`src/verilog/ddps_consts.vh`:
```
// Purpose: constants for the dual data pointer select block
// Assumes: core-side special register bus with 8-bit address and data
// Notes: definitions only
`ifndef DDPS_CONSTS_VH
`define DDPS_CONSTS_VH
// ==========================================
// register map
`define DDPS_AUX_ADDR 8'hA2
`define DDPS_PTR0_LO_ADDR 8'h82
`define DDPS_PTR0_HI_ADDR 8'h83
// ==========================================
// aux control field positions
`define DDPS_SEL_BIT 0
`define DDPS_ZERO_BIT 2
`define DDPS_FLAG_BIT 3
`define DDPS_BOOT_BIT 5
// writable bits: select, flag, boot
`define DDPS_AUX_WMASK 8'h29
`define DDPS_AUX_RESET 8'h00
// ==========================================
// boot window and widths
`define DDPS_BOOT_BASE 16'hF800
`define DDPS_PTR_RESET 16'h0000
`define DDPS_PTR_ONE 16'h0001
`define DDPS_BYTE_ZERO 8'h00
`endif

```
`src/verilog/ddps_dual_pointer.v`:
```
// Purpose: aux pointer/boot control register with dual data pointers
// Assumes: core performs one register access per cycle, same clock
// Notes: reserved bits read zero; all outputs registered
`timescale 1ns/1ps
`include "ddps_consts.vh"
module ddps_dual_pointer (
    // clock and reset
    input wire mclk,
    input wire reset,
    // core register access
    input wire [7:0] regAddr,
    input wire regWrite,
    input wire regRead,
    input wire regInc,
    input wire [7:0] regWdata,
    output reg [7:0] regRdata,
    // pointer operations
    input wire ptrInc,
    input wire [15:0] progAddr,
    // results
    output reg [15:0] dataPointer,
    output reg pointerSelect,
    output reg bootEnable,
    output reg generalPurposeFlag,
    output reg bootHit
);
    wire [15:0] firstPointer;
    wire [15:0] secondPointer;
    reg [7:0] aux_q;
    reg [7:0] aux_d;
    reg [7:0] rd_d;
    wire auxHit = (regAddr == `DDPS_AUX_ADDR);
    wire selNow = aux_q[`DDPS_SEL_BIT];
    // ==========================================
    // address decode
    // pointer bytes sit at one address pair; the select bit picks the target
    wire ptrLoHit = (regAddr == `DDPS_PTR0_LO_ADDR);
    wire ptrHiHit = (regAddr == `DDPS_PTR0_HI_ADDR);
    wire loadLoNow = regWrite && ptrLoHit;
    wire loadHiNow = regWrite && ptrHiHit;
    // increment only acts on the aux register; elsewhere it is dropped
    wire auxIncNow = auxHit && regInc;
    wire auxWriteNow = auxHit && regWrite;
    // boot window test against the program address
    wire inBootWindow = (progAddr >= `DDPS_BOOT_BASE);
    wire bootOn = aux_q[`DDPS_BOOT_BIT];
    wire flagNow = aux_q[`DDPS_FLAG_BIT];
    // ==========================================
    // aux control register
    always @* begin
        aux_d = aux_q;
        if (auxIncNow) begin
            // bit 1 held at zero stops the carry at bit 1, so only bit 0 toggles
            aux_d = (aux_q + 8'h01) & `DDPS_AUX_WMASK;
        end else if (auxWriteNow) begin
            aux_d = regWdata & `DDPS_AUX_WMASK;
        end
    end
    always @(posedge mclk) begin
        if (reset) begin
            aux_q <= `DDPS_AUX_RESET;
        end else begin
            aux_q <= aux_d;
        end
    end
    // ==========================================
    // pointers
    ddps_pointer_bank uBank (
        .mclk(mclk),
        .reset(reset),
        .sel(selNow),
        .loadLo(loadLoNow),
        .loadHi(loadHiNow),
        .loadData(regWdata),
        .incPtr(ptrInc),
        .firstPointer(firstPointer),
        .secondPointer(secondPointer)
    );
    wire [15:0] selPtr = selNow ? secondPointer : firstPointer;
    // ==========================================
    // read data; reserved bits read zero
    always @* begin
        rd_d = `DDPS_BYTE_ZERO;
        if (auxHit) begin
            rd_d = aux_q;
        end else if (ptrLoHit) begin
            rd_d = selPtr[7:0];
        end else if (ptrHiHit) begin
            rd_d = selPtr[15:8];
        end
    end
    // ==========================================
    // read data output
    // held at zero outside a read so a stale byte is never mistaken for data
    always @(posedge mclk) begin
        if (reset) begin
            regRdata <= `DDPS_BYTE_ZERO;
        end else if (regRead) begin
            regRdata <= rd_d;
        end else begin
            regRdata <= `DDPS_BYTE_ZERO;
        end
    end
    // ==========================================
    // selected pointer output
    // one cycle behind the pointer state; the move logic must allow for it
    always @(posedge mclk) begin
        if (reset) begin
            dataPointer <= `DDPS_PTR_RESET;
        end else begin
            dataPointer <= selPtr;
        end
    end
    // ==========================================
    // pointer select output
    always @(posedge mclk) begin
        if (reset) begin
            pointerSelect <= 1'b0;
        end else begin
            pointerSelect <= selNow;
        end
    end
    // ==========================================
    // boot enable output
    always @(posedge mclk) begin
        if (reset) begin
            bootEnable <= 1'b0;
        end else begin
            bootEnable <= bootOn;
        end
    end
    // ==========================================
    // user flag output
    // no hardware reads this flag; it is storage only
    always @(posedge mclk) begin
        if (reset) begin
            generalPurposeFlag <= 1'b0;
        end else begin
            generalPurposeFlag <= flagNow;
        end
    end
    // ==========================================
    // boot window hit
    // taken from the register itself, not the output copy, so the hit
    // and the enable output change on the same edge
    always @(posedge mclk) begin
        if (reset) begin
            bootHit <= 1'b0;
        end else if (bootOn && inBootWindow) begin
            bootHit <= 1'b1;
        end else begin
            bootHit <= 1'b0;
        end
    end
endmodule

```
`src/verilog/ddps_pointer_bank.v`:
```
// Purpose: two 16-bit data pointers, one selected at a time
// Assumes: select, load and increment come from the same clock domain
// Notes: unselected pointer changes only on reset
`timescale 1ns/1ps
`include "ddps_consts.vh"
module ddps_pointer_bank (
    // clock and reset
    input wire mclk,
    input wire reset,
    // control
    input wire sel,
    input wire loadLo,
    input wire loadHi,
    input wire [7:0] loadData,
    input wire incPtr,
    // state
    output wire [15:0] firstPointer,
    output wire [15:0] secondPointer
);
    reg [15:0] ptr_q [0:1];
    genvar i;
    // ==========================================
    // per-pointer storage
    generate
        for (i = 0; i < 2; i = i + 1) begin : gPtr
            // pointer 0 answers to a low select, pointer 1 to a high one
            wire hit = (i == 0) ? !sel : sel;
            always @(posedge mclk) begin
                if (reset) begin
                    ptr_q[i] <= `DDPS_PTR_RESET;
                end else if (hit && incPtr) begin
                    ptr_q[i] <= ptr_q[i] + `DDPS_PTR_ONE;
                end else if (hit && loadLo) begin
                    ptr_q[i] <= {ptr_q[i][15:8], loadData};
                end else if (hit && loadHi) begin
                    ptr_q[i] <= {loadData, ptr_q[i][7:0]};
                end
            end
        end
    endgenerate
    assign firstPointer = ptr_q[0];
    assign secondPointer = ptr_q[1];
endmodule
```
`config.mk`:
```
export PLATFORM = sky130hd
export DESIGN_NAME = ddps_dual_pointer
export DESIGN_NICKNAME = d
export VERILOG_FILES = /design/src/verilog/ddps_dual_pointer.v /design/src/verilog/ddps_pointer_bank.v
export VERILOG_INCLUDE_DIRS = /design/src /design/src/verilog
export SDC_FILE = /design/constraint.sdc
export NUM_CORES = 1
export LEC_CHECK = 0
export BUFFER_PORTS_ARGS = -buffer_cell sky130_fd_sc_hd__buf_2
export CAP_MARGIN = 10
export CORE_MARGIN = 2
export CORE_UTILIZATION = 25
export DETAILED_ROUTE_END_ITERATION = 12
export PLACE_DENSITY = 0.55
export RECOVER_POWER = 25
export SETUP_SLACK_MARGIN = 0.1
export SYNTH_ARGS = -nofsm -noshare
export SYNTH_HDL_FRONTEND = slang
export SYNTH_SLANG_ARGS = --single-unit
```
`constraint.sdc`:
```
create_clock -name mclk -period 3.1 [get_ports mclk]
set_clock_uncertainty 0.1 [all_clocks]
set_input_delay 0.155 -clock mclk [delete_from_list [all_inputs] [get_ports mclk]]
set_output_delay 0.155 -clock mclk [all_outputs]
set_load 0.05 [all_outputs]
```
### After elaboration in Yosys (flattened, before gate mapping)

Memories as Yosys holds them, arrays and structs flattened.
Cells that the tools add are included.
W data, S select, Z words.

* word-level logic and storage cells: 77
* latch bits: 0
* memories: 1
* bits in writable memories: 32
* register bits after elaboration: 31
* input port bits: 38
* output and inout bits: 28
* bits in read-only memories: 0

Memory list
* uBank.ptr_q: words 2, bits a word 16, read ports 2, clocked after Yosys merged registers in 0, write ports 2, line ddps_pointer_bank.v:20 `reg [15:0] ptr_q [0:1];`

* add/subtract/negate cells: 3
* shifts and indexed selects: 0
* muxes and demuxes: 39
* bitwise gates (word level): 7
* div/mod/pow operators: 0
* $mul: 0
* magnitude comparators: 1
* equal/unequal tests: 3
* reduce and logical (&&, ||, !) cells: 15

Operators with widths (count)
* $mux W16: 7
* $add A16 B1 Y16 const B: 2
* $mux W1: 27
* $eq A8 B8 Y1 const B: 3
* $mux W6: 3
* $ge A16 B16 Y1 const B: 1
* $mux W8: 2
* $logic_and A1 B1 Y1: 11
* $add A6 B1 Y6 const B: 1
* $or A1 B1 Y1: 6
* $reduce_or A3 Y1: 1
* $reduce_bool A2 Y1: 1
* $reduce_or A2 Y1: 1
* $logic_not A1 Y1: 1
* $not A1 Y1: 1

### Longest topological paths before layout

Gate-level depths: netlist (run 1).

* word-level depth: 9
* depth in mapped cells: 5
* gate-level depth less buffers: 5

### Hierarchy

Synthesis (run 1) repeated with hierarchy kept, for this count alone.

* cells, all modules: 332
* area total of the unflattened synthesis: 3400.8 um2

By module, submodules not included
* ddps_pointer_bank: area an instance 2075.7 um2, cells each 210, times used 1, seq. area each 960.9 um2
* ddps_dual_pointer: area an instance 1325.0 um2, cells each 122, times used 1, seq. area each 620.6 um2

### Worst setup path before layout (run 1)

No wires, ideal clock.

* path type: register -> register
* start: reg aux_q[0]
* end: mem uBank.ptr_q[0][0], enable pin
* setup slack: 1004 ps
* period minus slack after synthesis: 2096 ps
* data arrival time: 1662 ps
* path buffers: 1
* stages on the path, launching flop included: 5
* required time: 2665 ps
* library setup time: 335 ps
* path through: dfxtp_1 -> clkbuf_1 -> or2_2 -> nor4_2 -> nand2b_1

RTL lines
* start: declaration: line ddps_dual_pointer.v:29 `reg [7:0] aux_q;`
* start signal: assignment: line ddps_dual_pointer.v:61 `` aux_q <= `DDPS_AUX_RESET; ``
* start signal: assignment: line ddps_dual_pointer.v:63 `aux_q <= aux_d;`
* end: declaration: line ddps_pointer_bank.v:20

==> flow_metrics.tcl, run 1 <==
set metrics [dict create \
    rr_worst_depth 4 \
    cp-start-kind "flop" \
    antenna_found_initial 0 \
    cts_tree "yes" \
    grt.total_usage_pct 12.9 \
    muxShareOfSynthArea_pct 7.54 \
    ir_drop_mv 0.245 \
    wl_per_cell_microns 15.4 \
    die_w_microns 117 \
    worst_slack_ns 0.868 \
    pin_count 66 \
    overflow 0 \
    crit_required_ns 2.99 \
    arrival_ns 2.13 \
    slowest_delay_ns 0.49 \
    crit_path_end_kind "flop" \
    cts_setup_buffers 0 \
    start_util_pct 25.5 \
    status "completed" \
    period_needed_ns 2.23 \
    setup_viol 0 \
    firstDrtPassIters 4 \
    clk_path_buf_depth 2 \
    dp_slack_ns 0.608 \
    synth_compound_area_share_pct 8.71 \
    grt_pass1_vias 2466 \
    crit_type "flop to flop" \
    fillers 1301 \
    multi_input_area_sq_mm 0.00151 \
    cts-root-buf "clkbuf_16" \
    core_sq_mm 0.0126 \
    synth.avg_cell_area_sq_um 9.77 \
    power_density_mw_per_mm2 537 \
    drc 0 \
    postSynth.asyncResetShare_pct 0 \
    drt_wl_total_microns 8650 \
    final_antenna_net_count 0 \
    clkLatencyLatePin_ns 0.33 \
    ys_types 44 \
    portBuffers 54 \
    synth_top_family_by_area "simple AND/OR/NAND/NOR gates" \
    dp_hpwl_microns 6260 \
    viasPerCell 4.68 \
    synth.net_count 368 \
    tightest_slew_ns 1.21 \
    p_leak_nw 1.34 \
    hp-class "primary input to flop" \
    dr_total_vias 2625 \
    die_area_sq_mm 0.0137 \
    min_period_over_period_pct 72.0 \
    clkSinkCount 63 \
    synthesis.instances 328 \
    yosys.area_share.adder_pct 0.781 \
    yosys_most_used_dff "edfxtp_1" \
    holdWs_ns 0.0670 \
    grt_pass1_wl_microns 13200 \
    critPathSlowestCell "nor4_4" \
    area_growth_pct 22.9 \
    hold_viol 0 \
    layout.nets 424 \
    synth_simple_gate_area_share_pct 22.8 \
    dr.first_iter.drc_count 297 \
    grt_max_degree 30 \
    tns_ns 0 \
    ys_seq_area_share_pct 49.4 \
    gp_congestion 0.857 \
    ys_ff_latch 63 \
    cts_resized 0 \
    path_cells "buf_4, nand2b_1, nor4_4, a211o_1" \
    maxCapViolations 0 \
    synth_xor_area_share_pct 7.38 \
    placementRows 41 \
    max-slew-margin-rel_pct 19.3 \
    synth_edf_count 32 \
    drive_gt1_share_pct 14.1 \
    diodes 0 \
    yosys_warnings 0 \
    die_height_microns 117 \
    fmax_ghz 0.448 \
    cts-htree-levels 3 \
    whs_path_depth 3 \
    slew_viol_final 0 \
    rsz0062_at_grt "no" \
    ff_latch_area_sq_mm 0.00158 \
    cts_buffers 9 \
    syn_area_sq_mm 0.00320 \
    path_max_fanout 25 \
    clk_pin_slew_ns 0.05 \
]
-- state kept, by name (all words and copies together) (netlist names) --
signal	cells
aux_q	3
bootEnable	1
uBank.ptr_q	32
bootHit	1
generalPurposeFlag	1
dataPointer	16
regRdata	8
pointerSelect	1
-- metal layers --
layer | vias to the layer above | GRT usage [%] | wire [microns]
met5 | - | 0 | 0
met4 | 0 | 5.80 | 153
li1 | 1290 | - | -
met1 | 1242 | 16.6 | 3880
met3 | 14 | 2.27 | 512
met2 | 79 | 21.4 | 4100
-- final timing paths --
check	startpoint	endpoint	slack (ns)
worst max-delay path	aux_q[0]	uBank.ptr_q[1][2]	0.87
worst min-delay path	regInc	aux_q[0]	0.07
worst max register to register	aux_q[0]	uBank.ptr_q[1][2]	0.87
worst min register to register	aux_q[3]	generalPurposeFlag	0.40
-- final cells by class --
class	count	area share, %
clock inverter	7	1.81
timing repair buffer	60	7.28
sequential	63	40.2
clock buffer	9	5.72
multi-input combinational	238	38.4
tap	172	5.47
inverter	12	1.14
-- where the power goes --
part | switching, mW | leakage, nW | internal, mW
sequential | 0.0344 | 0.594 | 0.908
clock | 0.386 | 0.146 | 0.623
combinational | 0.113 | 0.603 | 0.0510
total | 0.533 | 1.34 | 1.58
-- Yosys cell counts, drive strengths merged (10+ instances only) --
cell	count	area share [%]
nand2	40	4.7
nor2	33	3.9
edfxtp	32	30
dfxtp	31	19
o21ai	29	4.5
xnor2	21	5.7
mux2i	20	6.2
nor4	13	3.6
clkbuf	12	1.4
inv	12	1.4
nand3	11	1.7
nand4	10	2.0
-- cells in the final DEF (no fill, tap or decap), drive strengths merged, types with 3 or more instances in the layout --
| master | n |
|---|---|
| nand2b | 7 |
| nor2 | 33 |
| clkinv | 3 |
| xor2 | 6 |
| mux2i | 20 |
| nor4 | 13 |
| dfxtp | 31 |
| xnor2 | 21 |
| o22ai | 4 |
| dlygate4sd3 | 3 |
| and2 | 4 |
| a21oi | 5 |
| o21ai | 29 |
| buf | 28 |
| nor3 | 9 |
| edfxtp | 32 |
| nand2 | 40 |
| clkbuf | 38 |
| nand4 | 10 |
| nand3 | 11 |
| inv | 14 |
| or3b | 3 |
-- cell families after synthesis --
group	Yosys count
AO/OA/AOI/OAI	47
XOR/XNOR	27
adder cells (fa/ha/maj)	2
buffers and inverters	27
flip-flops	63
multiplexers	22
AND/OR/NAND/NOR	140
-- critical path, delay by kind of cell (launching register included) --
family                 cells  cell delay [ns]
AOI/OAI and AO/OA          1             0.41
buffers and inverters      1             0.35
DFF                        1             0.32
and+or+nand+nor            2             0.70
-- repair_timing --
item                       4_1_cts  5_1_grt
hold endpoints to repair         1        0
hold buffers                     3        0
setup endpoints to repair        0        0
-- per-stage QoR --
step	std cells	util, %	power, mW	cell area (sq um)
after floorplan	328	-	1.05	3200
after global placement	542	29.0	1.12	3650
after detailed placement	542	29.0	1.12	3650
after CTS	561	31.6	2.13	3970
after global routing	561	31.3	2.18	3940
final	561	31.3	2.12	3940
Power figures use the tool's default switching activity.
==> run 2: changes to the inputs <==
- ABC_AREA: default -> 1
- PLACE_DENSITY: 0.55 -> 0.54
- clock period: 3.1 -> 2.1 ns (I/O delays scaled with it)
==> run 2 against run 1 <==
- highest routed layer unchanged
- largest power group unchanged
- routed wire length is 18% higher
- critical path depth is 2 higher
- critical endpoint is now bootHit
- core utilization is 0.61 points higher
==> flow_metrics.tcl, run 2 <==
set metrics [dict create \
    ys_ff_latch 63 \
    crit-reg2reg-capture "bootHit" \
    cts_buffers 9 \
    arrival_ns 2.05 \
    ir_drop_mv 0.385 \
    status "completed" \
    syn_area_sq_mm 0.00353 \
    antenna_found_initial 0 \
    critPathSlowestCell "dlygate4sd3_1" \
    slowest_delay_ns 0.55 \
    power.total_mw 3.33 \
    synth.net_count 529 \
    maxCapViolations 0 \
    clkSinkCount 63 \
    cts-htree-levels 3 \
    power_density_mw_per_mm2 754 \
    dp_hpwl_microns 7740 \
    gp_congestion 0.911 \
    synthesis.instances 489 \
    final_cell_mix "nand2_1 (137), inv_1 (67), nor2_1 (59), nand3_1 (42), o21ai_0 (34)" \
    hp-class "primary input to flop" \
    drt_wl_total_microns 10200 \
    synth.avg_cell_area_sq_um 7.21 \
    rr_worst_depth 6 \
    die_w_microns 123 \
    yosys_most_used_dff "edfxtp_1" \
    fmax_ghz 0.533 \
    wl_per_cell_microns 13.7 \
    cts_setup_buffers 0 \
    die_height_microns 123 \
    yosys-top-cells-area "edfxtp_1 (27%), dfxtp_1 (18%), nand2_1 (15%), inv_1 (7.0%), nor2_1 (6.3%)" \
    reg2reg_slack_ns 0.22 \
    yosys_warnings 0 \
    overflow 0 \
    whs_path_depth 3 \
    tightest_slew_ns 0.601 \
    grt_pass1_wl_microns 16500 \
    dr_total_vias 3390 \
    synth.most_common_cell "nand2_1" \
    clk_path_buf_depth 2 \
    period_needed_ns 1.88 \
    path_max_fanout 3 \
    setup_viol 0 \
    layout.nets 601 \
    final_common_cell "nand2_1" \
    regMostFlops "uBank.ptr_q" \
    grt_pass1_vias 3248 \
    cts_tree "yes" \
    core_sq_mm 0.0138 \
    min_period_over_period_pct 89.3 \
    final_antenna_net_count 0 \
    cp-start-kind "flop" \
    synth_top_area_cell "edfxtp_1" \
    placementRows 43 \
    portBuffers 54 \
    grt_max_degree 31 \
    die_area_sq_mm 0.0151 \
    tns_ns 0 \
    largest_reg_flops 32 \
    synth_edf_count 32 \
    crit_required_ns 2.27 \
    ys_seq_area_share_pct 44.9 \
    area_growth_pct 25.2 \
    rsz0062_at_grt "no" \
    diodes 0 \
    reg2reg_from "aux_q[5]" \
    hold_end "uBank.ptr_q[1][14]" \
    crit_path_end_kind "flop" \
    min-delay-start "regWdata[6]" \
    start_util_pct 25.5 \
    clk_pin_slew_ns 0.06 \
    dr.first_iter.drc_count 248 \
    postSynth.asyncResetShare_pct 0 \
    max-slew-margin-rel_pct 60.1 \
    viasPerCell 4.54 \
    cts-root-buf "clkbuf_16" \
    firstDrtPassIters 5 \
    drc 0 \
    place_area_sq_mm 0.00406 \
    top_regs "uBank.ptr_q (32), dataPointer (16), regRdata (8)" \
    slew_viol_final 0 \
    crit_type "flop to flop" \
    pin_count 66 \
    p_leak_nw 1.93 \
    path_cells "inv_1, nor2_1, nand3_1, dlygate4sd3_1, nor2_1, dlygate4sd3_1" \
    ys_types 34 \
    synth_top_area_share_pct 27.3 \
    stdcell_area_sq_mm 0.00442 \
    hold_viol 0 \
    drive_gt1_share_pct 15.0 \
    clkLatencyLatePin_ns 0.33 \
    yosys-top-cells-count "nand2_1 (138), inv_1 (66), nor2_1 (59)" \
    grt.total_usage_pct 14.3 \
]
-- run 2: cell count changes after synthesis, sizes merged, moves of 7 or more --
cell,change
clkbuf,-9
nor2,+33
nor4,-13
a21oi,+7
nand2b,-7
nand2,+104
nand3,+31
mux2i,-19
inv,+61
xnor2,-19
o21ai,+13
-- run 2: report_power, final --
| group | total (mW) | switching (mW) | leakage, nW | internal [mW] |
|---|---|---|---|---|
| Sequential | 1.38 | 0.0388 | 0.594 | 1.34 |
| Clock | 1.68 | 0.601 | 0.169 | 1.08 |
| Combinational | 0.270 | 0.194 | 1.17 | 0.0760 |
| Total | 3.33 | 0.833 | 1.93 | 2.50 |
-- run 2: cell families (layout without fill, tap and decap cells) --
kind of cell / Yosys count / in the layout / share of synthesized area [%]
AOI/OAI and AO/OA: 62 / 62 / 9.26
xor gates and xnor gates: 8 / 8 / 1.99
adders and majority gates: 2 / 2 / 0.710
buffers and inverters: 84 / 161 / 9.55
DFF: 63 / 63 / 44.9
muxes: 1 / 1 / 0.284
and+or+nand+nor: 269 / 269 / 33.4
-- run 2: critical path: cells and delay by family (launching register included) --
family | cells | cell delay [ns]
buffers and inverters | 3 | 1.13
DFF | 1 | 0.31
and+or+nand+nor | 3 | 0.27
-- run 2: worst max-delay path by stage --
stage	startpoint	end	slack [ns]	cells after the start
6_report	aux_q[5]	bootHit	0.22	6
2_1_floorplan	aux_q[0]	uBank.ptr_q[1][10]	0.33	6
5_1_grt	aux_q[5]	bootHit	0.10	6
3_3_place_gp	aux_q[0]	uBank.ptr_q[1][2]	0.41	6
4_1_cts	reset	uBank.ptr_q[1][4]	0.20	9
3_5_place_dp	aux_q[0]	uBank.ptr_q[1][4]	0.35	6
-- run 2: final cells by class --
class | instances | area [sq um]
fillers | 1514 | 9410
multi-input cells | 342 | 1610
flip-flops and latches | 63 | 1580
repair buffers | 71 | 377
inverters | 74 | 279
clock buffers | 11 | 275
well taps | 180 | 225
clock inverters | 5 | 67.6
-- run 2: what timing repair did --
item,4_1_cts,5_1_grt
resized for setup,0,1
endpoints found under the setup margin,0,8
endpoints found under the hold margin,2,0
hold buffers,4,0
-- run 2: per-layer routing --
metal  up-vias  track usage, %  share of wire (%)
li1       1710               -                  -
met1      1566            19.3                 47
met2       101            23.6                 46
met3        13            2.46                5.3
met4         0            3.81                1.3
met5         -               0                  0
-- run 2: metrics by stage --
| step | cells | util, % | setup WS [ns] | hold slack (ns) |
|---|---|---|---|---|
| 2_1_floorplan | 489 | - | 0.331 | 0.135 |
| 3_3_place_gp | 726 | 29.4 | 0.406 | 0.249 |
| 3_5_place_dp | 726 | 29.4 | 0.352 | 0.257 |
| 4_1_cts | 746 | 32.1 | 0.201 | 0.00890 |
| 5_1_grt | 746 | 31.9 | 0.103 | 0.0667 |
| 6_report | 746 | 31.9 | 0.224 | 0.00976 |
